`src/logic/sabc_pkg.sv`:
```
package sabc_pkg;

    // ------------------------------------------------------------
    // widths and codes
    // ------------------------------------------------------------
    localparam int unsigned DATA_W     = 8;
    localparam int unsigned STAGES     = 8;
    localparam logic [7:0]  FULL_SCALE = 8'hFF;
    localparam logic [7:0]  ZERO_CODE  = 8'h00;

    // ------------------------------------------------------------
    // timing
    // ------------------------------------------------------------
    localparam int unsigned SYS_CLK_NS     = 50;
    localparam int unsigned CONV_CLK_NS    = 100;
    localparam int unsigned CONV_DIV       = CONV_CLK_NS / SYS_CLK_NS;
    localparam int unsigned CONV_PER_BIT   = 8;
    localparam int unsigned CONV_TOTAL     = 64;
    localparam int unsigned SAMPLE_GAP_X10 = 45;
    localparam int unsigned HALF_PER_BIT   = CONV_PER_BIT * CONV_DIV;
    localparam int unsigned HALF_W         = $clog2(HALF_PER_BIT);
    localparam int unsigned DIV_W          = (CONV_DIV > 1) ? $clog2(CONV_DIV) : 1;
    localparam logic [HALF_W-1:0] POS_SAMPLE_STEP = '0;
    localparam logic [HALF_W-1:0] NEG_SAMPLE_STEP =
        HALF_W'((SAMPLE_GAP_X10 * CONV_DIV) / 10);
    localparam logic [HALF_W-1:0] DECIDE_STEP = HALF_W'(HALF_PER_BIT - 1);
    localparam logic [DIV_W-1:0]  DIV_LAST    = DIV_W'(CONV_DIV - 1);

    // ------------------------------------------------------------
    // control states
    // ------------------------------------------------------------
    typedef enum logic [1:0] {
        SABC_IDLE,
        SABC_HOLD,
        SABC_CONV,
        SABC_XFER
    } sabc_state_t;

    // ------------------------------------------------------------
    // helpers
    // ------------------------------------------------------------
    // token stage k tests code bit (msb - k)
    function automatic logic [7:0] sabc_token_mask(input logic [7:0] tok);
        logic [7:0] m;
        m = 8'h00;
        for (int i = 0; i < 8; i++) begin
            m[7-i] = tok[i];
        end
        return m;
    endfunction

    function automatic logic [7:0] sabc_decide(input logic [7:0] approx,
                                               input logic [7:0] mask,
                                               input logic       keep);
        return keep ? (approx | mask) : approx;
    endfunction

endpackage

```
`src/logic/sabc_approx_reg.sv`:
```
`timescale 1ns/100ps
`default_nettype none

module sabc_approx_reg
    import sabc_pkg::*;
(
    input  wire logic        sys_clk_i,
    input  wire logic        rst_i,
    input  wire logic        clear_i,
    input  wire logic        step_i,
    input  wire logic [7:0]  bit_mask_i,
    input  wire logic        cmp_i,
    output logic      [7:0]  approx_o,
    output logic      [7:0]  trial_o
);

    logic [7:0] approx_q;
    logic [7:0] approx_d;

    // ------------------------------------------------------------
    // next value
    // ------------------------------------------------------------
    always_comb begin
        approx_d = approx_q;
        if (clear_i) begin
            approx_d = ZERO_CODE;
        end else if (step_i) begin
            // a low comparator leaves the bit clear, so vin- >= vin+ ends at zero
            approx_d = sabc_decide(approx_q, bit_mask_i, cmp_i);
        end
    end

    always_ff @(posedge sys_clk_i) begin
        if (rst_i) begin
            approx_q <= ZERO_CODE;
        end else begin
            approx_q <= approx_d;
        end
    end

    assign approx_o = approx_q;
    assign trial_o  = approx_q | bit_mask_i;

endmodule

`default_nettype wire

```
`src/logic/sabc_ctrl.sv`:
```
// Notes on behaviour
// - resolve msb first, 8 comparisons over 64 conversion clocks.
// - final result is straight binary into output latch, all ones full scale.
// - start falling edge clears approximation, token stages, done output high.
// - while chip select and start both low, stay in reset.
// - conversion begins 1 to 4 system clocks (0.5 to 2 conversion clocks) after start releases.
// - done output goes low when conversion completes.
// - read with chip select low returns done output high.
// - free running with chip select low and done fed to start.
// - new start during conversion aborts and restarts from reset.
// - start condition sets start flop, resets tokens, clears done, feeds entry.
// - start flop cleared after entry captures one, only if start removed.
// - token leaving last stage copies word to output latch.
// - next clock exit stage sets done flag; done output is its inverse.
// - chip select and read low clear done flag and enable outputs.
// - chip select, start and read are all active low.
// - positive and negative inputs sampled 4.5 conversion clocks apart.
// - negative input at or above positive gives all-zero code.
// - long start low holds reset; rising edge starts conversion.
`timescale 1ns/100ps
`default_nettype none

module sabc_ctrl
    import sabc_pkg::*;
(
    input  wire logic              sys_clk_i,
    input  wire logic              rst_i,
    input  wire logic              cs_n_i,
    input  wire logic              start_n_i,
    input  wire logic              rd_n_i,
    input  wire logic              cmp_i,
    output logic      [DATA_W-1:0] trial_code_o,
    output logic                   sample_pos_o,
    output logic                   sample_neg_o,
    output logic      [DATA_W-1:0] data_o,
    output logic                   data_oe_o,
    output logic                   done_flag_n_o,
    output logic                   busy_o
);

    // ------------------------------------------------------------
    // bus conditions
    // ------------------------------------------------------------
    logic start_cond;
    logic read_cond;

    assign start_cond = !cs_n_i && !start_n_i;
    assign read_cond  = !cs_n_i && !rd_n_i;

    // ------------------------------------------------------------
    // conversion clock divider
    // ------------------------------------------------------------
    logic [DIV_W-1:0] div_q;
    logic [DIV_W-1:0] div_d;
    logic             conv_tick;

    assign conv_tick = (div_q == DIV_LAST);

    always_comb begin
        div_d = conv_tick ? '0 : div_q + DIV_W'(1);
    end

    always_ff @(posedge sys_clk_i) begin
        if (rst_i) begin
            div_q <= '0;
        end else begin
            div_q <= div_d;
        end
    end

    // ------------------------------------------------------------
    // sequencer state
    // ------------------------------------------------------------
    sabc_state_t        st_q;
    logic               start_q;
    logic [STAGES-1:0]  tok_q;
    logic               exit_q;
    logic [HALF_W-1:0]  half_q;
    logic               done_q;
    logic [DATA_W-1:0]  result_q;
    logic               sar_clear;
    logic               sar_step;
    logic               start_clear_gate;
    logic               latch_transfer_gate;
    logic               decide;
    logic [DATA_W-1:0]  bit_mask;
    logic [DATA_W-1:0]  approx;
    logic               token_entry_stage;
    logic               token_exit_stage;

    // true only in the conversion state, at one step of the bit period
    function automatic logic at_step(input sabc_state_t       st,
                                     input logic [HALF_W-1:0] half,
                                     input logic [HALF_W-1:0] step);
        return (st == SABC_CONV) && (half == step);
    endfunction

    assign token_entry_stage = tok_q[0];
    assign token_exit_stage  = exit_q;
    assign bit_mask          = sabc_token_mask(tok_q);
    assign decide            = at_step(st_q, half_q, DECIDE_STEP);

    // entry stage holds its one while the flop is set; clear only once released
    assign start_clear_gate    = start_q && token_entry_stage && conv_tick
                                 && !start_cond;
    assign latch_transfer_gate = decide && tok_q[STAGES-1];

    // a start overrides every strobe, so an abort leaves nothing half done
    assign sar_clear = start_cond && !start_q;
    assign sar_step  = !start_cond && decide;

    // ------------------------------------------------------------
    // start flop
    // ------------------------------------------------------------
    logic start_d;

    always_comb begin
        start_d = start_q;
        if (start_cond) begin
            // start flop set: tokens reset, done cleared, entry fed a one
            start_d = 1'b1;
        end else if ((st_q == SABC_HOLD) && start_clear_gate) begin
            start_d = 1'b0;
        end
    end

    always_ff @(posedge sys_clk_i) begin
        if (rst_i) begin
            start_q <= 1'b0;
        end else begin
            start_q <= start_d;
        end
    end

    // ------------------------------------------------------------
    // state register
    // ------------------------------------------------------------
    sabc_state_t st_d;

    always_comb begin
        st_d = st_q;
        if (start_cond) begin
            st_d = SABC_HOLD;
        end else begin
            case (st_q)
                SABC_IDLE: begin
                    st_d = SABC_IDLE;
                end
                SABC_HOLD: begin
                    if (start_clear_gate) begin
                        st_d = SABC_CONV;
                    end
                end
                SABC_CONV: begin
                    if (latch_transfer_gate) begin
                        st_d = SABC_XFER;
                    end
                end
                SABC_XFER: begin
                    st_d = SABC_IDLE;
                end
                default: begin
                    st_d = SABC_IDLE;
                end
            endcase
        end
    end

    always_ff @(posedge sys_clk_i) begin
        if (rst_i) begin
            st_q <= SABC_IDLE;
        end else begin
            st_q <= st_d;
        end
    end

    // ------------------------------------------------------------
    // token shift register
    // ------------------------------------------------------------
    logic [STAGES-1:0] tok_d;

    always_comb begin
        tok_d = tok_q;
        if (start_cond) begin
            if (!start_q) begin
                // first low cycle: everything back to reset
                tok_d = '0;
            end else begin
                tok_d = {{(STAGES-1){1'b0}}, tok_q[0] | conv_tick};
            end
        end else begin
            case (st_q)
                SABC_HOLD: begin
                    if (conv_tick && !token_entry_stage) begin
                        tok_d[0] = 1'b1;
                    end
                end
                SABC_CONV: begin
                    if (decide) begin
                        tok_d = tok_q << 1;
                    end
                end
                default: begin
                    tok_d = tok_q;
                end
            endcase
        end
    end

    always_ff @(posedge sys_clk_i) begin
        if (rst_i) begin
            tok_q <= '0;
        end else begin
            tok_q <= tok_d;
        end
    end

    // ------------------------------------------------------------
    // exit stage
    // ------------------------------------------------------------
    logic exit_d;

    always_comb begin
        exit_d = 1'b0;
        if (!start_cond && latch_transfer_gate) begin
            exit_d = 1'b1;
        end
    end

    always_ff @(posedge sys_clk_i) begin
        if (rst_i) begin
            exit_q <= 1'b0;
        end else begin
            exit_q <= exit_d;
        end
    end

    // ------------------------------------------------------------
    // half-step counter
    // ------------------------------------------------------------
    logic [HALF_W-1:0] half_d;

    always_comb begin
        half_d = half_q;
        if (start_cond) begin
            half_d = '0;
        end else begin
            case (st_q)
                SABC_HOLD: begin
                    if (start_clear_gate) begin
                        half_d = '0;
                    end
                end
                SABC_CONV: begin
                    // wraps once per bit period, so no reload between bits
                    half_d = half_q + HALF_W'(1);
                end
                default: begin
                    half_d = half_q;
                end
            endcase
        end
    end

    always_ff @(posedge sys_clk_i) begin
        if (rst_i) begin
            half_q <= '0;
        end else begin
            half_q <= half_d;
        end
    end

    // ------------------------------------------------------------
    // done flag
    // ------------------------------------------------------------
    logic done_d;

    always_comb begin
        done_d = done_q;
        // read clears the flag; a set later in this process wins
        if (read_cond) begin
            done_d = 1'b0;
        end
        if (start_cond) begin
            done_d = 1'b0;
        end else if (st_q == SABC_XFER) begin
            done_d = 1'b1;
        end
    end

    always_ff @(posedge sys_clk_i) begin
        if (rst_i) begin
            done_q <= 1'b0;
        end else begin
            done_q <= done_d;
        end
    end

    // ------------------------------------------------------------
    // result latch
    // ------------------------------------------------------------
    logic [DATA_W-1:0] result_d;

    always_comb begin
        result_d = result_q;
        if (!start_cond && latch_transfer_gate) begin
            // last bit decided in the same edge as the copy
            result_d = sabc_decide(approx, bit_mask, cmp_i);
        end
    end

    always_ff @(posedge sys_clk_i) begin
        if (rst_i) begin
            result_q <= ZERO_CODE;
        end else begin
            result_q <= result_d;
        end
    end

    // ------------------------------------------------------------
    // approximation register
    // ------------------------------------------------------------
    sabc_approx_reg u_approx (
        .sys_clk_i  (sys_clk_i),
        .rst_i      (rst_i),
        .clear_i    (sar_clear),
        .step_i     (sar_step),
        .bit_mask_i (bit_mask),
        .cmp_i      (cmp_i),
        .approx_o   (approx),
        .trial_o    (trial_code_o)
    );

    // ------------------------------------------------------------
    // outputs
    // ------------------------------------------------------------
    // half-step counter gives the half period needed for the 4.5 gap
    assign sample_pos_o  = at_step(st_q, half_q, POS_SAMPLE_STEP);
    assign sample_neg_o  = at_step(st_q, half_q, NEG_SAMPLE_STEP);
    assign done_flag_n_o = !done_q;
    assign data_o        = result_q;
    assign data_oe_o     = read_cond;
    assign busy_o        = (st_q != SABC_IDLE) || token_exit_stage;

endmodule

`default_nettype wire

```
`config.mk`:
```
export PLATFORM = sky130hd
export DESIGN_NAME = sabc_ctrl
export DESIGN_NICKNAME = d
export VERILOG_FILES = /design/src/logic/sabc_pkg.sv /design/src/logic/sabc_approx_reg.sv /design/src/logic/sabc_ctrl.sv
export SDC_FILE = /design/constraint.sdc
export NUM_CORES = 1
export LEC_CHECK = 0
export BUFFER_PORTS_ARGS = -buffer_cell sky130_fd_sc_hd__buf_2
export CAP_MARGIN = 20
export CELL_PAD_IN_SITES_DETAIL_PLACEMENT = 1
export CELL_PAD_IN_SITES_GLOBAL_PLACEMENT = 2
export CORE_MARGIN = 5
export CORE_UTILIZATION = 34
export CTS_CLUSTER_DIAMETER = 50
export DETAILED_ROUTE_END_ITERATION = 8
export PLACE_DENSITY_LB_ADDON = 0.1
export SETUP_SLACK_MARGIN = 0.15
export SYNTH_ARGS = -nofsm -noshare
export SYNTH_HDL_FRONTEND = slang
export SYNTH_SLANG_ARGS = --single-unit
```
`constraint.sdc`:
```
create_clock -name sys_clk_i -period 3.7 [get_ports sys_clk_i]
set_input_delay 0.185 -clock sys_clk_i [delete_from_list [all_inputs] [get_ports sys_clk_i]]
set_output_delay 0.185 -clock sys_clk_i [all_outputs]
set_load 0.005 [all_outputs]
```
==> summary.md, run 1 <==
At the worst endpoint, the required time is 3.88 ns. For the worst setup path, the data arrival time is 2.28 ns. The total power density per cell area works out to 389.4 mW/mm². The number of top-level pins came out at 27.

The via total after detailed routing was 1317; the share of final-layout standard cells stronger than drive strength 1 was 22.44%. For the pin with the worst max-slew slack, the measured transition is 0.7660 ns. At the end of the flow, the number of nets in the layout was 217.

For this run, the detailed router's first-pass iteration total came to 4. The routed length per instance is 15.35 µm. The logs give 0 ns for the summed negative setup slack over all endpoints and 180 for the gate count after technology mapping. The die outline area came out at 0.005908 mm². The highest attainable clock frequency came out at 477.8 MHz. The floorplan die width is 76.87 µm, and the number of distinct library cells after synthesis is 33. TritonCTS built the clock tree.

The worst setup path is launched from a flip-flop. The number of nets handed over by synthesis was 193. The CTS buffer count is 5, and the area share of the largest cell type after synthesis is 44.77%.

Setup repair after global routing left no endpoint under its margin. The DRC marker count from the first detailed-route iteration came out at 66. Traced cell by cell, the critical path runs through inv_1 -> ha_1 -> nand4_4 -> nor3_4 -> nor2_1 -> a211oi_1. The logs give 14.32% for the global-route total usage across every layer and 0 for the number of gates given a new drive strength after cts. Clock skew on the completed layout was measured at 0.004175 ns.

The clock slew at the register clock pins of the worst setup and hold paths came out at 0.07 ns. Post-synthesis register bit count: 34. The vertical die dimension is 76.87 µm.

The tools report the leakage power total as 0.0007186 µW. Ranked by total cell area, the synthesized netlist is headed by dfxtp_1 45%, a21oi_1 8.6%, nor2_1 6.4%, ha_1 5.8%, nand2_1 4.7%. The initial core utilization was 34.91%. For the detailed-route wire length, the log shows 3945 µm. During placement, the flow inserted port buffers numbering 26. The min-delay analysis places its worst path in the category input pin to flip-flop. The initialized floorplan defines 24 standard-cell rows. The floorplan step defined a core boundary enclosing 0.004354 mm². Detailed placement ended at an HPWL of 2861 µm.

Of all nets on the critical path, the largest fanout is 16. By startpoint and endpoint, the worst setup path is classified as flip-flop to flip-flop. In this run, post-CTS hold repair placed 0 buffers. Minimum period implied by the final worst setup slack: 2.093 ns. Entering global routing, the biggest net connects 17 pins. The flow ran to the end, and the final reports show no timing, DRC or antenna violations. For the number of max-slew violations in the final report, the log shows 0. Once detail routing completed, the nets flagged for antenna violations numbered 0. IR analysis of the VDD net gives a maximum drop of 225.1 µV. For the number of post-CTS setup repair buffers, the log shows 0. The final critical path takes up 56.56% of the cycle.

The largest individual stage delay along the critical path comes from the cell nor3_4. The total of endpoints with negative setup slack in the final report was 0; the count of unresolved DRC violations after routing was 0. The largest single stage delay on the critical path is 0.56 ns. For the TritonCTS sink count, the log shows 34. The tools report the total standard cell area after synthesis as 0.001520 mm². No sink is reached through more buffers than the 2 on the longest clock path.

The tools report the endpoint class of the critical path as a flip-flop. The via count of the first global-routing pass was 1393. The synthesized area per cell was 8.446 µm². The first global-routing pass estimated 6941 µm of wire. The initial antenna violation count is 0, and the area growth from synthesis to layout is 15.39%. For this run, the share of the core covered by cells in the final layout is 40.29%. Yosys printed 0 warnings. Cell taking the most area after synthesis: dfxtp_1.

The aggregate global routing overflow came out at 0. Leaving out fill and tap cells, the most frequent cell in the layout is dfxtp_1. The worst slew margin relative to its limit came out at 48.83%. The library cells used most frequently in the layout, excluding fill and tap cells, are 34 x dfxtp_1, 26 x nor2_1, 26 x a21oi_1, 26 x buf_2, 19 x nand2_1.

Dividing the detail-routed via count by the number of cells gives 5.125. The sequential share of the synthesized area was 44.77%; the number of maximum-capacitance constraint violations was 0. The cell sitting at the root of the clock tree is a clkbuf_8. The final number of hold-violating endpoints was 0. The run gives 0.28 ns as the insertion delay of the later-clocked pin in the worst-skew pair. The last weighted congestion value of the routability-driven placer was 0.7595; the antenna diode count was 0. Number of H-tree levels: 2.
## report_power, final
group | switching (µW) | internal (µW)
clock | 132 | 150
combinational | 20.5 | 9.01
sequential | 3.13 | 368
## area by class of cell
type | instances | area (µm²)
fill | 543 | 2600
multi-input combinational | 129 | 757.0
sequential | 34 | 680.7
timing repair buffer | 26 | 130.1
clock buffer | 7 | 86.33
tap | 52 | 65.06
inverter | 8 | 30.03
clock inverter | 1 | 5.005
## stage by stage
stage	setup WS [ns]	cell area, µm²	total power, µW	hold WS [ns]	instances
2_1_floorplan	1.992	1520	398.1	0.2637	180
3_3_place_gp	1.734	1663	408.5	0.4368	249
3_5_place_dp	1.623	1663	409.7	0.4528	249
4_1_cts	1.559	1754	696.0	0.2188	257
5_1_grt	1.341	1754	716.7	0.2482	257
6_report	1.607	1754	683.1	0.2215	257
## flip-flops by register name, summed over array words and instances, names as in the netlist
register           count
data_o                 8
conv_tick              1
u_approx.approx_o      8
st_q                   2
start_q                1
exit_q                 1
tok_q                  8
half_q                 4
done_q                 1
## final timing paths
path                   from         to  slack (ns)  cells past startpoint
setup / recovery    st_q[0]  data_o[1]        1.61                      6
hold reg to reg   conv_tick  conv_tick        0.46                      1
setup reg to reg    st_q[0]  data_o[1]        1.61                      6
hold / removal       rd_n_i     done_q        0.22                      3
## per-layer routing
| layer | GRT usage, % | routed length [µm] | vias to the layer above |
|---|---|---|---|
| li1 | - | - | 663 |
| met1 | 19.02 | 1911 | 629 |
| met2 | 21.99 | 1824 | 21 |
| met3 | 4.567 | 177 | 4 |
| met4 | 4.371 | 31 | 0 |
| met5 | 0 | 0 | - |
## Yosys cell counts (all sizes together)
cell type	instances
and3	2
a31oi	2
ha	7
nor3	3
and4b	1
nand2	19
and4	1
a221oi	1
a21boi	2
nand3	3
nor2b	2
a32oi	1
or3	2
a21oi	26
or2	9
o21ai	6
dfxtp	34
nand2b	2
nor2	26
buf	7
inv	8
o21bai	1
a211o	1
nand4	3
clkbuf	2
a211oi	9
## critical path, delay by kind of cell (launching register included)
| family | cells | cell delay [ns] |
|---|---|---|
| AND/OR/NAND/NOR | 3 | 0.89 |
| flip-flops | 1 | 0.35 |
| AO/OA/AOI/OAI | 1 | 0.27 |
| adder cells (fa/ha/maj) | 1 | 0.39 |
| buffers and inverters | 1 | 0.09 |
## cell families after synthesis
| group | synth area share, % |
|---|---|
| AOI/OAI and AO/OA | 19.67 |
| adders and majority gates | 5.761 |
| buffers and inverters | 5.431 |
| DFF | 44.77 |
| and+or+nand+nor | 24.36 |
(Power assumes the default switching activity.)
==> run 2, diff against run 1 <==
Settings changed: ABC_AREA set to 1, CORE_UTILIZATION 34 to 28.
Clock period 3.7 ns to 1.8 ns, I/O delays scaled along.
==> run 2 against run 1 <==
Global-route usage is 2.1 points lower. Core utilization is 4.8 points lower. Clock-buffer cell count stayed put. Synthesized cell count is 17% higher. Final area is 11% higher. Largest power group unchanged.
==> summary.md, run 2 <==
The run finished with clean final reports. Die outline area: 0.007180 mm². TritonCTS built the clock tree.

Tracing the worst setup path back leads to its startpoint at st_q[0]. Before CTS, the worst setup slack after placement is 0.1570 ns. The cell area that synthesis handed to floorplanning was 0.001564 mm².

Sorting the synthesized cells by how often they occur yields 46 x nand2_1, 34 x dfxtp_1, 28 x nor2_1. In the layout the commonest cells are 46 x nand2_1, 32 x dfxtp_1, 28 x nor2_1, 27 x a21oi_1, 26 x buf_2. Relative to the synthesized area, the layout overhead comes to 24.16%. The logs give 27 for the number of top-level pins and 319 for the number of cells in the finished layout apart from fillers.

Remaining antenna violation count: 0. The final layout contains routed wiring with a total length of 4179 µm. The run gives 3071 µm as the estimated wirelength of the detail-placed design. The total power density per cell area works out to 803.0 mW/mm².

Among all stages on the critical path, the largest delay is contributed by dfxtp_1. The total of endpoints with negative setup slack in the final report is 0. In the final timing run, aggregate negative setup slack is 0 ns. The floorplan die width was 84.74 µm. The core region area was 0.005473 mm²; the final number of hold-violating endpoints was 0. The post-synthesis register bit count was 34; the leakage power total was 0.0008824 µW. Counting every net in the synthesized netlist gives 224.

Cells with a size suffix above 1 make up 24.29% of the layout. The number of fill cells was 716; the first-pass GRT wire length was 7003 µm. The number of warnings printed during yosys synthesis was 0; the number of flops mapped to enable cells by yosys was 0.

At the end of routability-driven placement, the weighted congestion stood at 0.6934. During placement, the flow inserted port buffers numbering 26. The number of buffers on the longest clock path was 2. The worst hold path terminates at done_q. Sequential cells were found to cover 43.52% of the synthesized design area. The minimum period implied by the final worst setup slack was 1.534 ns.

The tools report the number of H-tree levels as 2. Setup repair after global routing could not meet its margin everywhere. The tools report the antenna diode count as 0.

For this run the aggregate overflow at the end of global routing stands at 0. Counting every instance in the synthesized netlist gives 211. The root buffer selected by CTS is clkbuf_8.

The transition at the pin with the smallest max-transition slack came out at 0.5523 ns. Summed over its instances, the top area cell type makes up 43.52% of the synthesized netlist area. For the maximum vdd ir drop, the log shows 347.7 µV.

The most frequent cell after synthesis was nand2_1. The global-route total usage across every layer is 12.23%, and the clock skew after layout is 0.004798 ns. The CTS buffer count was 5. Number of stages on the worst hold path: 5.

The reg-to-reg startpoint was st_q[0]. Endpoint of the lowest-slack register-to-register path: data_o[5]. STA puts the critical path data arrival time at 1.44 ns. The final core utilization was 35.48%. The startpoint identified for the worst hold timing path is rd_n_i.

The worst setup path is captured at an output port. The most common library cell in the layout ignoring fill and taps was nand2_1. The vertical die dimension was 84.74 µm; the post-layout net count was 259.

Count of unresolved DRC violations after routing: 0. The detailed router placed 1428 vias in this run. Design area: 0.001942 mm².

At the later pin of the worst-skew pair, clock insertion delay measures 0.28 ns. Timing would allow up to 651.7 MHz. The critical path goes through inv_2 -> ha_4 -> inv_1 -> buf_4 -> nor4_1 -> buf_2. Ranked by total cell area, the synthesized netlist is headed by dfxtp_1 44%, nand2_1 11%, a21oi_1 8.6%, nor2_1 6.7%, inv_1 6.2%. The number of max-slew violations in the final report is 0.

In this run the register-to-register setup slack is 0.28 ns. Among all flip-flop cells after synthesis, the most frequent one is dfxtp_1. The fraction of synthesis flops using an asynchronous set or reset pin works out to 0%. The number of standard-cell rows in the floorplan was 27; the minimum setup slack in the final design was 0.2656 ns. The number of maximum-capacitance constraint violations was 0; the initial antenna violation count was 0. The clock drives 34 sinks. The maximum fanout along the worst path came out at 5. The DRC marker count from the first detailed-route iteration was 22. The run gives 63.17% as the worst slew margin relative to its limit.

Entering global routing, the biggest net connects 15 pins. After synthesis, the mean cell area works out to 7.412 µm². Cell taking the most area after synthesis: dfxtp_1. The run gives 28.58% as the initial core utilization. The startpoint class of the critical path was a flip-flop. The longest individual stage delay on the worst path came out at 0.34 ns. After detailed placement, the total cell area comes to 0.001784 mm². The worst register-to-register path has a depth of 9. The synthesized netlist contains 21 unique library cells.

The final critical path takes up 85.24% of the cycle. The pre-antenna-repair detailed-routing pass consisted of 4 iterations. The via density per instance came out at 4.476. The type of the tightest min-delay check was input pin to flip-flop. The critical path is of the flip-flop to output port type. The number of cells after detailed placement is 309. The clock slew at the register clock pins of the worst setup and hold paths was 0.07 ns; the required time of the critical path was 1.71 ns. The via count of the first global-routing pass came out at 1465.

The routed length per instance works out to 13.10 µm.
[run 2: cell types whose count changed after synthesis, moves of 3 or more]
| cell | change |
|---|---|
| nand2_1 | +27 |
| inv_1 | +18 |
| a211oi_1 | -7 |
| nand3_1 | +4 |
| buf_2 | -3 |
| nor2_4 | +3 |
| nor3_2 | +3 |
[run 2: kinds of logic after synthesis]
logic type	synth area share [%]
AO/OA/AOI/OAI	12.08
adder cells (fa/ha/maj)	5.600
buffers and inverters	7.680
flip-flops	43.52
AND/OR/NAND/NOR	31.12
[run 2: how the worst max path moves through the flow]
| stage | to | slack, ns |
|---|---|---|
| 2_1_floorplan | data_o[5] | 0.40 |
| 3_3_place_gp | data_o[6] | 0.18 |
| 3_5_place_dp | data_o[5] | 0.16 |
| 4_1_cts | sample_pos_o | 0.16 |
| 5_1_grt | sample_pos_o | 0.14 |
| 6_report | sample_pos_o | 0.27 |
[run 2: final cells by class]
| class | count | area (µm²) | share of cell area [%] |
|---|---|---|---|
| Sequential cell | 34 | 683.2 | 35.18 |
| Timing Repair Buffer | 29 | 165.2 | 8.505 |
| Multi-Input combinational cell | 148 | 792.0 | 40.79 |
| Tap cell | 72 | 90.09 | 4.639 |
| Clock buffer | 7 | 76.32 | 3.930 |
| Inverter | 28 | 105.1 | 5.412 |
| Clock inverter | 1 | 30.03 | 1.546 |
[run 2: metal layers]
layer  up-vias  track usage (%)  part of all wire (%)  wire length (µm)
met4         0            3.885                   1.3                55
li1        736                -                     -                 -
met5         -                0                     0                 0
met3         6            3.337                   3.5               148
met2        19            21.64                    50              2090
met1       667            14.24                    45              1884
[run 2: critical path, delay by kind of cell (launching register included)]
| family | cells | cell delay, ns |
|---|---|---|
| adders and majority gates | 1 | 0.16 |
| DFF | 1 | 0.34 |
| and+or+nand+nor | 1 | 0.21 |
| buffers and inverters | 4 | 0.45 |
[run 2: per-stage QoR]
step                total power, µW  hold slack (ns)
floorplan                     840.4           0.1591
global placement              882.0           0.4072
detailed placement            880.5           0.4105
CTS                            1588           0.1405
global route                   1633           0.1465
finish                         1559           0.1385
[run 2: report_power, final]
group / switching (µW) / internal [µW] / leakage, µW
logic: 63.4 / 32.7 / 0.000554
registers: 9.50 / 760 / 0.000276
clock network: 280 / 414 / 0.0000524
[run 2: what timing repair did]
item,4_1_cts,5_1_grt
cloned,0,1
hold buffers,0,0
setup buffers,0,1
setup endpoints to repair,5,23
pin swaps,0,2
resized for setup,1,5
==> run 3, diff against run 2 <==
Settings changed: BUFFER_PORTS_ARGS -buffer_cell sky130_fd_sc_hd__buf_2 to unset, CORE_UTILIZATION 28 to 31, DONT_BUFFER_PORTS set to 1.
==> run 3 against run 2 <==
Clock power rose by 2%. Critical path depth rose by 1. Cell count fell by 9.7%. Sequential cell count did not move. Sequential share of layout area rose by 2.6 points. Global-route usage rose by 0.47 points. Maximum frequency fell by 0.34%.
==> summary.md, run 3 (synthesized netlist as in run 2, its figures left out) <==
On the critical path, the stage with the largest delay is an instance of dfxtp_2. The DRC marker count from the first detailed-route iteration was 77; the total power density per cell area was 863.0 mW/mm². Across all hold checks on the routed design, the worst slack comes to 0.007845 ns.

Required time of the critical path: 1.97 ns. The worst reg-to-reg setup slack is 0.26 ns. The critical path goes through inv_1 -> ha_1 -> or2_2 -> nand2_1 -> nand3_1 -> nand2_1 -> nor2_1.

Entering global routing, the biggest net connects 15 pins. Derived from the worst setup path, the maximum achievable clock frequency is 649.5 MHz. Pin placement for this block handled 27 I/O pins.

The arrival time at the worst endpoint was 1.71 ns; the number of maximum-capacitance constraint violations was 0. The first-pass GRT wire length was 6403 µm; the number of stages on the worst hold path was 3. Of the cells placed in the final design, the portion with a size suffix greater than 1 is 15.84%.

The logs give 0 for the final number of hold-violating endpoints and 277 for the number of cells after detailed placement. The tools report the number of cells in the finished layout apart from fillers as 288. The tools report the root buffer selected by CTS as clkbuf_8. The total power draw is 1561 µW. In the global route stage, met1 resource usage came out at 18.40%. Clock-pin slew was measured on the worst setup and hold paths at 0.07 ns. At the pin with the least slew margin, the transition time is 0.5331 ns.

In the routed layout, each cell is associated on average with a via count of 4.698. Once detail routing completed, the nets flagged for antenna violations numbered 0. Die outline area: 0.006566 mm². The logs give 0 ns for the summed negative setup slack over all endpoints and 0 for the antenna diode count. The run gives 792.0 µm² as the area of the multi-input gates. The area growth from synthesis to layout is 15.68%. The last weighted congestion value of the routability-driven placer came out at 0.8468. The H-tree was split into 2 levels. Setup repair after global routing left no endpoint under its margin. The via count of the first global-routing pass is 1294, and the clock skew after layout is 0.006812 ns. The worst setup path is of the flip-flop to flip-flop kind.

Counting I/O delays and the setup requirement, the final critical path takes 1.540 ns. In this run the most critical hold path is launched from rst_i. Endpoint class of the critical path: a flip-flop. Global routing used 12.70% of the available tracks across all layers. The vertical die dimension came out at 81.03 µm.

The count of port buffers added during placement is 0, and the core region area is 0.004817 mm². Hold path endpoint: half_q[0]. Leaving out fill and tap cells, the most frequent cells in the layout are 46 x nand2_1, 32 x dfxtp_1, 28 x nor2_1, 27 x a21oi_1, 25 x inv_1.

The endpoint of the lowest-slack register-to-register path was half_q[3]. Of all nets on the critical path, the largest fanout is 6. In this run, CTS created clock tree buffers numbering 5. Peak-usage layer in the global routing report: met1.

Before antenna repair, the detailed router went through 4 iterations. The tools report the final core utilization as 37.56%. In this run the core area contains 25 standard-cell rows. For this run the aggregate overflow at the end of global routing stands at 0. Count of unresolved DRC violations after routing: 0. Dividing the detail-routed wire length by the instance count gives 13.93 µm. After detailed routing, the total wire length is 4011 µm. The worst pin sits at a relative slew slack of 64.46%. For this configuration, the core starts out at a cell density of 32.47%. For the footprint of the flip-flops and latches, the log shows 683.2 µm². The number of buffer and inverter stages on the critical path was 1; the post-layout net count was 234.

The min-delay analysis places its worst path in the category input pin to flip-flop. The startpoint identified for the worst register-to-register timing path is st_q[1]. Number of cells on the worst reg-to-reg path: 7. Counting the fill cells in the layout gives 618.

Number of buffers on the longest clock path: 2. The insertion delay of the later-clocked pin in the worst-skew pair was 0.28 ns. TritonCTS built the clock tree. Setup violations remaining at the end of the flow were counted as 0. Global routing consumed, on the met3 layer, 3.215% of the routing resources.

The final cycle utilization of the critical path was 85.53%. Most common library cell in the layout ignoring fill and taps: nand2_1. For met2 alone, demand over resource in global routing was 18.23%. The die is 81.03 µm wide. The number of max-slew violations in the final report was 0. The tree built by TritonCTS fans out to 34 sinks. The via total after detailed routing is 1353. The initial antenna violation count was 0; the longest individual stage delay on the worst path was 0.37 ns.

Counting stages on the worst path, the most repeated cell is nand2_1. The cell family contributing the most delay on the critical path is simple AND/OR/NAND/NOR gates. Summed over all nets, the half-perimeter wirelength after detailed placement is 2986 µm. The worst setup path is launched from a flip-flop. The run finished with clean final reports. The run gives 0.0007578 µW as the leakage power total.

The maximum vdd ir drop came out at 312.4 µV.
-- run 3: cell types whose count changed in the layout (fill, tap and decap cells not counted), sizes merged --
cell / before / now
clkbuf: 7 / 6
dlygate4sd3: 0 / 1
buf: 29 / 3
-- run 3: where the power goes --
part	internal (µW)	total, µW	switching, µW
Sequential	760	769	9.44
Clock	443	709	266
Combinational	26.2	82.8	56.7
-- run 3: worst max path at each step --
stage | endpoint | slack, ns | startpoint | depth (start not counted)
after global routing | data_o[6] | 0.16 | half_q[1] | 8
after CTS | data_o[6] | 0.17 | st_q[0] | 9
final | half_q[3] | 0.26 | st_q[1] | 7
after floorplan | data_o[5] | 0.40 | st_q[0] | 9
after detailed placement | data_o[7] | 0.15 | st_q[0] | 9
after global placement | data_o[7] | 0.21 | st_q[0] | 9
-- run 3: per-stage QoR --
stage	worst slack [ns]	instance area, µm²
floorplan	0.3983	1564
global placement	0.2108	1640
detailed placement	0.1525	1640
CTS	0.1743	1765
global route	0.1576	1809
finish	0.2605	1809
-- run 3: worst register-to-register path, delay by kind of cell, from the launching register on --
| kind | cells | cell delay [ns] |
|---|---|---|
| and+or+nand+nor | 5 | 0.72 |
| DFF | 1 | 0.37 |
| adders and majority gates | 1 | 0.26 |
| buffers and inverters | 1 | 0.07 |
-- run 3: area by class of cell --
class,instances,share of cell area (%)
clock inverters,1,1.660
well taps,67,4.633
clock buffers,6,4.564
inverters,28,5.809
repair buffers,4,1.798
flip-flops and latches,34,37.76
multi-input cells,148,43.78
-- run 3: timing repair --
item,4_1_cts,5_1_grt
cloned,0,1
pin swaps,0,3
setup buffers,0,2
hold buffers,1,0
gates resized for setup,1,5
endpoints found under the setup margin,3,24
hold endpoints to repair,11,0
-- run 3: per-layer routing --
| metal | vias to the layer above | part of all wire [%] |
|---|---|---|
| met5 | - | 0 |
| met4 | 0 | 0.65 |
| met3 | 4 | 4.2 |
| met2 | 24 | 42 |
| met1 | 634 | 53 |
| li1 | 691 | - |
